--- config.mk ---
export PLATFORM = sky130hd
export DESIGN_NAME = dpt_timer
export DESIGN_NICKNAME = d
export VERILOG_FILES = /design/src/inc/dpt_pkg.sv /design/src/rtl/dpt_prescaler.sv /design/src/rtl/dpt_timer.sv
export SDC_FILE = /design/constraint.sdc
export NUM_CORES = 1
export LEC_CHECK = 0
export BUFFER_PORTS_ARGS = -buffer_cell sky130_fd_sc_hd__buf_2
export CAP_MARGIN = 20
export CORE_ASPECT_RATIO = 1.25
export CORE_MARGIN = 10
export CORE_UTILIZATION = 45
export CTS_CLUSTER_DIAMETER = 30
export DETAILED_ROUTE_END_ITERATION = 16
export HOLD_SLACK_MARGIN = 0.02
export PLACE_DENSITY = 0.66
export SETUP_SLACK_MARGIN = 0.3
export SLEW_MARGIN = 5
export SYNTH_ARGS = -nofsm -noshare
export SYNTH_HDL_FRONTEND = slang
export SYNTH_SLANG_ARGS = --single-unit
--- constraint.sdc ---
create_clock -name clock -period 5.1 [get_ports clock]
set_clock_uncertainty 0.05 [all_clocks]
set_input_delay 1.53 -clock clock [delete_from_list [all_inputs] [get_ports clock]]
set_output_delay 1.53 -clock clock [all_outputs]
set_load 0.005 [all_outputs]
--- src/inc/dpt_pkg.sv ---
// ============================================================
// Dual PWM timer: shared constants and helpers
// ============================================================
package dpt_pkg;

   // ==========================================================
   // Widths
   // ==========================================================
   localparam int unsigned DATA_W  = 8;
   localparam int unsigned PRE_W   = 3;
   localparam int unsigned DIV_W   = 8;
   localparam int unsigned IDX_W   = 4;

   // ==========================================================
   // Register indices (byte address = index * 4)
   // ==========================================================
   localparam logic [IDX_W-1:0] IDX_FIRST_COUNTER  = 4'h0;
   localparam logic [IDX_W-1:0] IDX_SECOND_COUNTER = 4'h1;
   localparam logic [IDX_W-1:0] IDX_FIRST_PERIOD   = 4'h2;
   localparam logic [IDX_W-1:0] IDX_SECOND_PERIOD  = 4'h3;
   localparam logic [IDX_W-1:0] IDX_FIRST_DUTY     = 4'h4;
   localparam logic [IDX_W-1:0] IDX_SECOND_DUTY    = 4'h5;
   localparam logic [IDX_W-1:0] IDX_MATCH_FLAGS    = 4'h6;
   localparam logic [IDX_W-1:0] IDX_PWM_CONTROL    = 4'h7;
   localparam logic [IDX_W-1:0] IDX_TIMER_CONTROL  = 4'h8;

   // ==========================================================
   // Field positions
   // ==========================================================
   localparam int unsigned WAVE1_EN_BIT    = 0;
   localparam int unsigned WAVE2_EN_BIT    = 1;
   localparam int unsigned CASCADE_BIT     = 2;
   localparam int unsigned PRE1_LSB        = 0;
   localparam int unsigned PRE2_LSB        = 3;
   localparam int unsigned COUNT1_EN_BIT   = 6;
   localparam int unsigned COUNT2_EN_BIT   = 7;
   localparam int unsigned PWM_CHANNEL_CONTROL_USED_W   = 3;

   // ==========================================================
   // Reset values
   // ==========================================================
   localparam logic [PWM_CHANNEL_CONTROL_USED_W-1:0] PWM_CONTROL_RST   = 3'h0;
   localparam logic [DATA_W-1:0]        TIMER_CONTROL_RST = 8'h00;
   localparam logic [DATA_W-1:0]        BYTE_RST          = 8'h00;

   // Prescale ratio for a 3-bit select code; note 1:32 is skipped
   function automatic logic [DIV_W:0] dpt_ratio(input logic [PRE_W-1:0] sel);
      case (sel)
         3'h0:    dpt_ratio = 9'h001;
         3'h1:    dpt_ratio = 9'h002;
         3'h2:    dpt_ratio = 9'h004;
         3'h3:    dpt_ratio = 9'h008;
         3'h4:    dpt_ratio = 9'h010;
         3'h5:    dpt_ratio = 9'h040;
         3'h6:    dpt_ratio = 9'h080;
         default: dpt_ratio = 9'h100;
      endcase
   endfunction : dpt_ratio

endpackage : dpt_pkg

--- src/rtl/dpt_prescaler.sv ---
`timescale 1ns/1ns
// ============================================================
// Programmable prescaler: one tick every ratio input cycles
// ============================================================
module dpt_prescaler (
   input  wire logic                       clock,
   input  wire logic                       arst_n,
   input  wire logic                       run,
   input  wire logic [dpt_pkg::PRE_W-1:0]  sel,
   output logic                            tick
);
   import dpt_pkg::*;

   typedef struct packed {
      logic [DIV_W-1:0] div;
   } dpt_pre_state_t;

   dpt_pre_state_t s_q;
   dpt_pre_state_t s_d;
   logic [DIV_W:0] last;

   always_comb begin
      last = dpt_ratio(sel) - 9'h001;
      tick = run && ({1'b0, s_q.div} >= last);
      s_d  = s_q;
      // A stopped timer keeps its partial count
      if (run) begin
         if (tick) begin
            s_d.div = '0;
         end else begin
            s_d.div = s_q.div + 8'h01;
         end
      end
   end

   always_ff @(posedge clock or negedge arst_n) begin
      if (!arst_n) begin
         s_q <= '0;
      end else begin
         s_q <= s_d;
      end
   end

endmodule : dpt_prescaler

--- src/rtl/dpt_timer.sv ---
// Local design decision: the AHB-Lite register port.
`timescale 1ns/1ns
module dpt_timer (
   input  wire logic                        clock,
   input  wire logic                        arst_n,
   // AHB-Lite slave
   input  wire logic                        hsel,
   input  wire logic [31:0]                 haddr,
   input  wire logic [1:0]                  htrans,
   input  wire logic                        hwrite,
   input  wire logic [2:0]                  hsize,
   input  wire logic [31:0]                 hwdata,
   input  wire logic                        hready,
   output logic                             hreadyout,
   output logic                             hresp,
   output logic [31:0]                      hrdata,
   // System state
   input  wire logic                        sleep_mode,
   input  wire logic                        conversion_busy,
   // Wave pins and flags
   output logic                             first_wave_out,
   output logic                             second_wave_out,
   output logic                             first_match_flag,
   output logic                             second_match_flag
);
   import dpt_pkg::*;

   localparam int unsigned NCH = 2;

   // ==========================================================
   // State
   // ==========================================================
   typedef struct packed {
      logic                       wr_pend;
      logic [IDX_W-1:0]           wr_idx;
      logic [31:0]                rdata;
      logic [PWM_CHANNEL_CONTROL_USED_W-1:0]   pwm_control;
      logic [DATA_W-1:0]          timer_control;
      logic [NCH-1:0][DATA_W-1:0] period;
      logic [NCH-1:0][DATA_W-1:0] duty;
      logic [NCH-1:0][DATA_W-1:0] latch;
      logic [NCH-1:0][DATA_W-1:0] count;
      logic [NCH-1:0]             wave;
      logic [NCH-1:0]             flag;
      logic                       sleep_seen;
      logic                       sleep_halt;
   } dpt_state_t;

   dpt_state_t s_q;
   dpt_state_t s_d;

   logic [NCH-1:0]             tick;
   logic [NCH-1:0]             run;
   logic [NCH-1:0][PRE_W-1:0]  pre_sel;
   logic [NCH-1:0]             wave_en;
   logic [NCH-1:0]             match_set;
   logic                       cascade;
   logic                       addr_ok;
   logic                       take;
   logic [IDX_W-1:0]           a_idx;
   logic [2*DATA_W-1:0]        c16;
   logic [2*DATA_W-1:0]        n16;
   logic [DATA_W-1:0]          n8;

   // Read view of a register index; unmapped indices read zero
   function automatic logic [31:0] read_reg(input dpt_state_t s, input logic [IDX_W-1:0] idx);
      read_reg = '0;
      case (idx)
         IDX_FIRST_COUNTER:  read_reg[DATA_W-1:0] = s.count[0];
         IDX_SECOND_COUNTER: read_reg[DATA_W-1:0] = s.count[1];
         IDX_FIRST_PERIOD:   read_reg[DATA_W-1:0] = s.period[0];
         IDX_SECOND_PERIOD:  read_reg[DATA_W-1:0] = s.period[1];
         IDX_FIRST_DUTY:     read_reg[DATA_W-1:0] = s.duty[0];
         IDX_SECOND_DUTY:    read_reg[DATA_W-1:0] = s.duty[1];
         IDX_MATCH_FLAGS:    read_reg[NCH-1:0]    = s.flag;
         IDX_PWM_CONTROL:    read_reg[PWM_CHANNEL_CONTROL_USED_W-1:0] = s.pwm_control;
         IDX_TIMER_CONTROL:  read_reg[DATA_W-1:0] = s.timer_control;
         default:            read_reg = '0;
      endcase
   endfunction : read_reg

   // ==========================================================
   // Control decode
   // ==========================================================
   always_comb begin
      cascade    = s_q.pwm_control[CASCADE_BIT];
      wave_en[0] = s_q.pwm_control[WAVE1_EN_BIT];
      wave_en[1] = s_q.pwm_control[WAVE2_EN_BIT];
      pre_sel[0] = s_q.timer_control[PRE1_LSB +: PRE_W];
      pre_sel[1] = s_q.timer_control[PRE2_LSB +: PRE_W];
      // Second prescaler idles in cascade: the pair steps on the first one
      run[0]     = s_q.timer_control[COUNT1_EN_BIT] && !s_q.sleep_halt;
      run[1]     = s_q.timer_control[COUNT2_EN_BIT] && !s_q.sleep_halt && !cascade;
   end

   // ==========================================================
   // Prescalers
   // ==========================================================
   dpt_prescaler u_pre0 (
      .clock  (clock),
      .arst_n (arst_n),
      .run    (run[0]),
      .sel    (pre_sel[0]),
      .tick   (tick[0])
   );

   dpt_prescaler u_pre1 (
      .clock  (clock),
      .arst_n (arst_n),
      .run    (run[1]),
      .sel    (pre_sel[1]),
      .tick   (tick[1])
   );

   // ==========================================================
   // Bus address phase
   // ==========================================================
   always_comb begin
      addr_ok = (haddr[31:6] == 26'h0) && (haddr[1:0] == 2'b00);
      take    = hsel && htrans[1] && hready;
      a_idx   = haddr[5:2];
   end

   assign hreadyout = 1'b1;
   assign hresp     = 1'b0;
   assign hrdata    = s_q.rdata;

   // ==========================================================
   // Next state
   // ==========================================================
   always_comb begin
      s_d       = s_q;
      match_set = '0;
      c16       = {s_q.count[1], s_q.count[0]};
      n16       = c16 + 16'h0001;
      n8        = '0;

      // Sleep entry decides, once, whether the counters halt
      s_d.sleep_seen = sleep_mode;
      if (!sleep_mode) begin
         s_d.sleep_halt = 1'b0;
      end else if (!s_q.sleep_seen) begin
         s_d.sleep_halt = !conversion_busy;
      end

      // Counting; a stopped channel keeps everything
      if (cascade) begin
         if (tick[0]) begin
            if (c16 == {s_q.period[1], s_q.period[0]}) begin
               s_d.count[0] = '0;
               s_d.count[1] = '0;
               s_d.latch[0] = s_q.duty[0];
               s_d.latch[1] = s_q.duty[1];
               s_d.wave[0]  = ({s_q.duty[1], s_q.duty[0]} != 16'h0000);
               match_set[0] = 1'b1;
            end else begin
               s_d.count[0] = n16[DATA_W-1:0];
               s_d.count[1] = n16[2*DATA_W-1:DATA_W];
               if (n16 == {s_q.latch[1], s_q.latch[0]}) begin
                  s_d.wave[0] = 1'b0;
               end
            end
         end
      end else begin
         for (int i = 0; i < NCH; i++) begin
            n8 = s_q.count[i] + 8'h01;
            if (tick[i]) begin
               if (s_q.count[i] == s_q.period[i]) begin
                  s_d.count[i] = '0;
                  s_d.latch[i] = s_q.duty[i];
                  s_d.wave[i]  = (s_q.duty[i] != 8'h00);
                  match_set[i] = 1'b1;
               end else begin
                  s_d.count[i] = n8;
                  if (n8 == s_q.latch[i]) begin
                     s_d.wave[i] = 1'b0;
                  end
               end
            end
         end
      end

      // A disabled wave function leaves the pin low
      for (int i = 0; i < NCH; i++) begin
         if (!wave_en[i]) begin
            s_d.wave[i] = 1'b0;
         end
      end
      if (cascade) begin
         s_d.wave[1] = s_q.wave[1] && wave_en[1];
      end

      // Data phase of a write
      s_d.wr_pend = 1'b0;
      if (s_q.wr_pend) begin
         case (s_q.wr_idx)
            IDX_FIRST_PERIOD:  s_d.period[0] = hwdata[DATA_W-1:0];
            IDX_SECOND_PERIOD: s_d.period[1] = hwdata[DATA_W-1:0];
            IDX_FIRST_DUTY:    s_d.duty[0]   = hwdata[DATA_W-1:0];
            IDX_SECOND_DUTY:   s_d.duty[1]   = hwdata[DATA_W-1:0];
            IDX_MATCH_FLAGS:   s_d.flag      = s_q.flag & hwdata[NCH-1:0];
            IDX_PWM_CONTROL:   s_d.pwm_control = hwdata[PWM_CHANNEL_CONTROL_USED_W-1:0];
            IDX_TIMER_CONTROL: s_d.timer_control = hwdata[DATA_W-1:0];
            default:           s_d.flag      = s_d.flag;
         endcase
      end

      // A match in the clearing cycle wins over the clear
      s_d.flag = s_d.flag | match_set;

      // Address phase: capture write target, fetch read data
      if (take && hwrite && addr_ok) begin
         s_d.wr_pend = 1'b1;
         s_d.wr_idx  = a_idx;
      end
      if (take && !hwrite) begin
         // Read the post-edge view so a read right after a write sees it
         s_d.rdata = addr_ok ? read_reg(s_d, a_idx) : 32'h0;
      end
   end

   // ==========================================================
   // State register
   // ==========================================================
   always_ff @(posedge clock or negedge arst_n) begin
      if (!arst_n) begin
         s_q               <= '0;
         s_q.pwm_control   <= PWM_CONTROL_RST;
         s_q.timer_control <= TIMER_CONTROL_RST;
      end else begin
         s_q <= s_d;
      end
   end

   // ==========================================================
   // Outputs
   // ==========================================================
   assign first_wave_out    = s_q.wave[0];
   assign second_wave_out   = s_q.wave[1];
   assign first_match_flag  = s_q.flag[0];
   assign second_match_flag = s_q.flag[1];

endmodule : dpt_timer

==> flow_metrics.env <==
export IMPL_outcome="completed"
export IMPL_synthAdderAreaFrac_pct=3.537
export IMPL_peakVddDrop_uv=145.5
export IMPL_grt_pass1_wl_um=32810
export IMPL_async_flop_share_pct=100.0
export IMPL_drive_gt1_share_pct=18.28
export IMPL_hold_viol=0
export IMPL_initial_core_util_pct=45.62
export IMPL_firstDrtPassIters=5
export IMPL_finalCriticalPeriod_ns=3.549
export IMPL_die_w_um=132.1
export IMPL_via_count=6024
export IMPL_cap_viol_max_count=0
export IMPL_synth_top_family_by_area="simple AND/OR/NAND/NOR gates"
export IMPL_synth_mux_area_share_pct=9.073
export IMPL_power_density_nw_per_um2=227.7
export IMPL_cts_sinks=110
export IMPL_synth_top_area_share_pct=38.91
export IMPL_synth_simple_area_share_pct=19.21
export IMPL_finalSetupViolCount=0
export IMPL_clock_latency_ns=0.36
export IMPL_final_common_cell="dfrtp_1"
export IMPL_gp_congestion=0.9498
export IMPL_drt_initial_drc_count=493
export IMPL_slew_violations=0
export IMPL_crit_required_ns=5.34
export IMPL_hold_path_class="flip-flop to flip-flop"
export IMPL_core_um2=15510
export IMPL_dieArea_um2=21170
export IMPL_area_growth_pct=9.303
export IMPL_final_cell_mix="110 x dfrtp_1, 84 x nand2_1, 58 x buf_2, 53 x mux2_2, 40 x o21ai_0"
export IMPL_yosysUniqueCellTypes=69
export IMPL_power_leakage_nw=3.548
export IMPL_drc=0
export IMPL_relSlewSlack_pct=42.01
export IMPL_fillers=1480
export IMPL_grt_pass1_vias=6119
export IMPL_placed_cells=989
export IMPL_cts_hold_buffers=0
export IMPL_dpl_hpwl_um=15670
export IMPL_gr_total_overflow=0
export IMPL_tritoncts="yes"
export IMPL_instances_no_fill=1005
export IMPL_fmax_mhz=281.8
export IMPL_grtUsageTotal_pct=19.12
export IMPL_cp_max_fo=17
export IMPL_rsz0062_at_grt="false"
export IMPL_tns_ns=0
export IMPL_crit_type="flip-flop to flip-flop"
export IMPL_synth_edf_count=0
export IMPL_drtAntennaViolNets=0
export IMPL_rows=51
export IMPL_io_pins=114
export IMPL_syn_inst=757
export IMPL_netlist_area_um2=7074
export IMPL_io_buffer_count=59
export IMPL_h_tree_depth=3
export IMPL_numCtsBuffers=9
export IMPL_clk_pin_slew_ns=0.07
export IMPL_synth_xor_area_share_pct=6.314
export IMPL_worst_slew_pin_slew_ns=0.8681
export IMPL_ctsResizeCount=0
export IMPL_die_h_um=160.2
export IMPL_grt_max_degree=62
export IMPL_yosysWarnings=0
export IMPL_arrival_ns=3.79
export IMPL_root_buffer="clkbuf_16"
export IMPL_synth_avg_cell_area_um2=9.345
export IMPL_nNetsFinal=884
export IMPL_yosysTopAreaCell="dfrtp_1"
export IMPL_routed_wl_um=20690
export IMPL_yosys_top_cells_area="dfrtp_1 39%, mux2_2 8.4%, nand2_1 4.5%"
export IMPL_cts_setup_buffers=0
export IMPL_antenna_found_initial=0
export IMPL_fin_crit_sh_pct=69.59
export IMPL_wire_per_inst_um=20.59
export IMPL_start_kind="flip-flop"
export IMPL_clockBufferDepth=2
export IMPL_yosysSeqAreaShare_pct=38.91
export IMPL_end_kind="flip-flop"
export IMPL_synth_seq_cells=110
export IMPL_viasPerCell=5.994
export IMPL_insertedDiodeCount=0
export IMPL_synth_compound_area_share_pct=15.97
export IMPL_synthFlopType="dfrtp_1"
cell type report:
| type | count | area [um^2] | share of cell area (%) |
|---|---|---|---|
| clock buffers | 9 | 225.2 | 2.913 |
| clock inverters | 7 | 107.6 | 1.392 |
| inverters | 20 | 75.07 | 0.9709 |
| multi-input cells | 578 | 3934 | 50.87 |
| flip-flops and latches | 110 | 2753 | 35.60 |
| well taps | 212 | 265.3 | 3.430 |
| repair buffers | 69 | 372.9 | 4.822 |
worst paths after layout:
kind / start / to / slack (ns) / depth (start not counted)
min in group asynchronous: arst_n / c16[4]$_DFF_PN0_ / 1.19 / 1
min: hrdata[3]$_DFFE_PN0P_ / hrdata[3]$_DFFE_PN0P_ / 0.43 / 2
max: c16[13]$_DFF_PN0_ / first_wave_out$_DFFE_PN0P_ / 1.55 / 7
min reg2reg: hrdata[3]$_DFFE_PN0P_ / hrdata[3]$_DFFE_PN0P_ / 0.43 / 2
max in group asynchronous: arst_n / s_q[30]$_DFFE_PN0P_ / 2.94 / 2
max reg2reg: c16[13]$_DFF_PN0_ / first_wave_out$_DFFE_PN0P_ / 1.55 / 7
where the power goes:
group	switching, mW	leakage, nW	internal (mW)	total (mW)
clock	0.346	0.163	0.438	0.784
combinational	0.0621	1.90	0.0290	0.0912
sequential	0.00701	1.49	0.879	0.886
flip-flops by register name, summed over array words and instances, names as in the netlist:
register,flops
c16,16
cascade,1
first_match_flag,1
first_wave_out,1
hrdata,8
pre_sel,6
s_q,59
second_match_flag,1
second_wave_out,1
u_pre0.s_q,8
u_pre1.s_q,8
critical path, cell delays in order (launching register included):
cell and delay [ns]:
dfrtp_1 0.52, xor2_1 0.20, nor4_1 0.56, nand2_1 0.40
a21oi_2 0.75, nand2_1 0.46, a31oi_1 0.35, o31a_1 0.18
cells in the mapped netlist (all sizes together) (6+ instances only):
cell	instances
a32oi	9
or3	7
nor2	36
o22ai	6
ha	20
a21o	7
nand2	84
o311ai	6
nand4	14
xnor2	16
a32o	6
nor3	16
nand3	28
a21oi	13
nand2b	8
o31ai	14
xor2	35
inv	20
o21a	9
nor4	19
and2	14
nor2b	11
buf	38
dfrtp	110
clkbuf	35
and3	11
a31oi	9
mux2	54
o21ai	41
per-stage QoR:
step	area, um^2	total power, mW	hold WS, ns	worst slack, ns	utilization (%)
6_report	7732	1.761	0.4254	1.551	49.87
5_1_grt	7732	1.815	0.4537	1.254	49.87
4_1_cts	7732	1.770	0.4320	1.647	49.87
3_5_place_dp	7400	0.9919	0.4166	1.338	47.72
3_3_place_gp	7400	0.9909	0.4184	1.369	47.72
2_1_floorplan	7164	0.9460	0.4002	1.584	-
cell families (layout without fill, tap and decap cells):
group | after synthesis | in the layout
compound gates | 160 | 160
xor+xnor | 51 | 51
fa+ha+maj | 20 | 20
buf+inv | 93 | 105
flops | 110 | 110
mux | 57 | 57
other cells | 2 | 26
simple gates | 264 | 264
metal layers:
layer | vias to the layer above | global-route usage (%) | wire length (um)
met4 | 0 | 10.79 | 958
met5 | - | 0 | 0
met1 | 2916 | 22.57 | 8401
met2 | 276 | 31.70 | 9922
li1 | 2776 | - | -
met3 | 56 | 3.892 | 1410
Note: power is estimated with default switching activity, not from simulation.
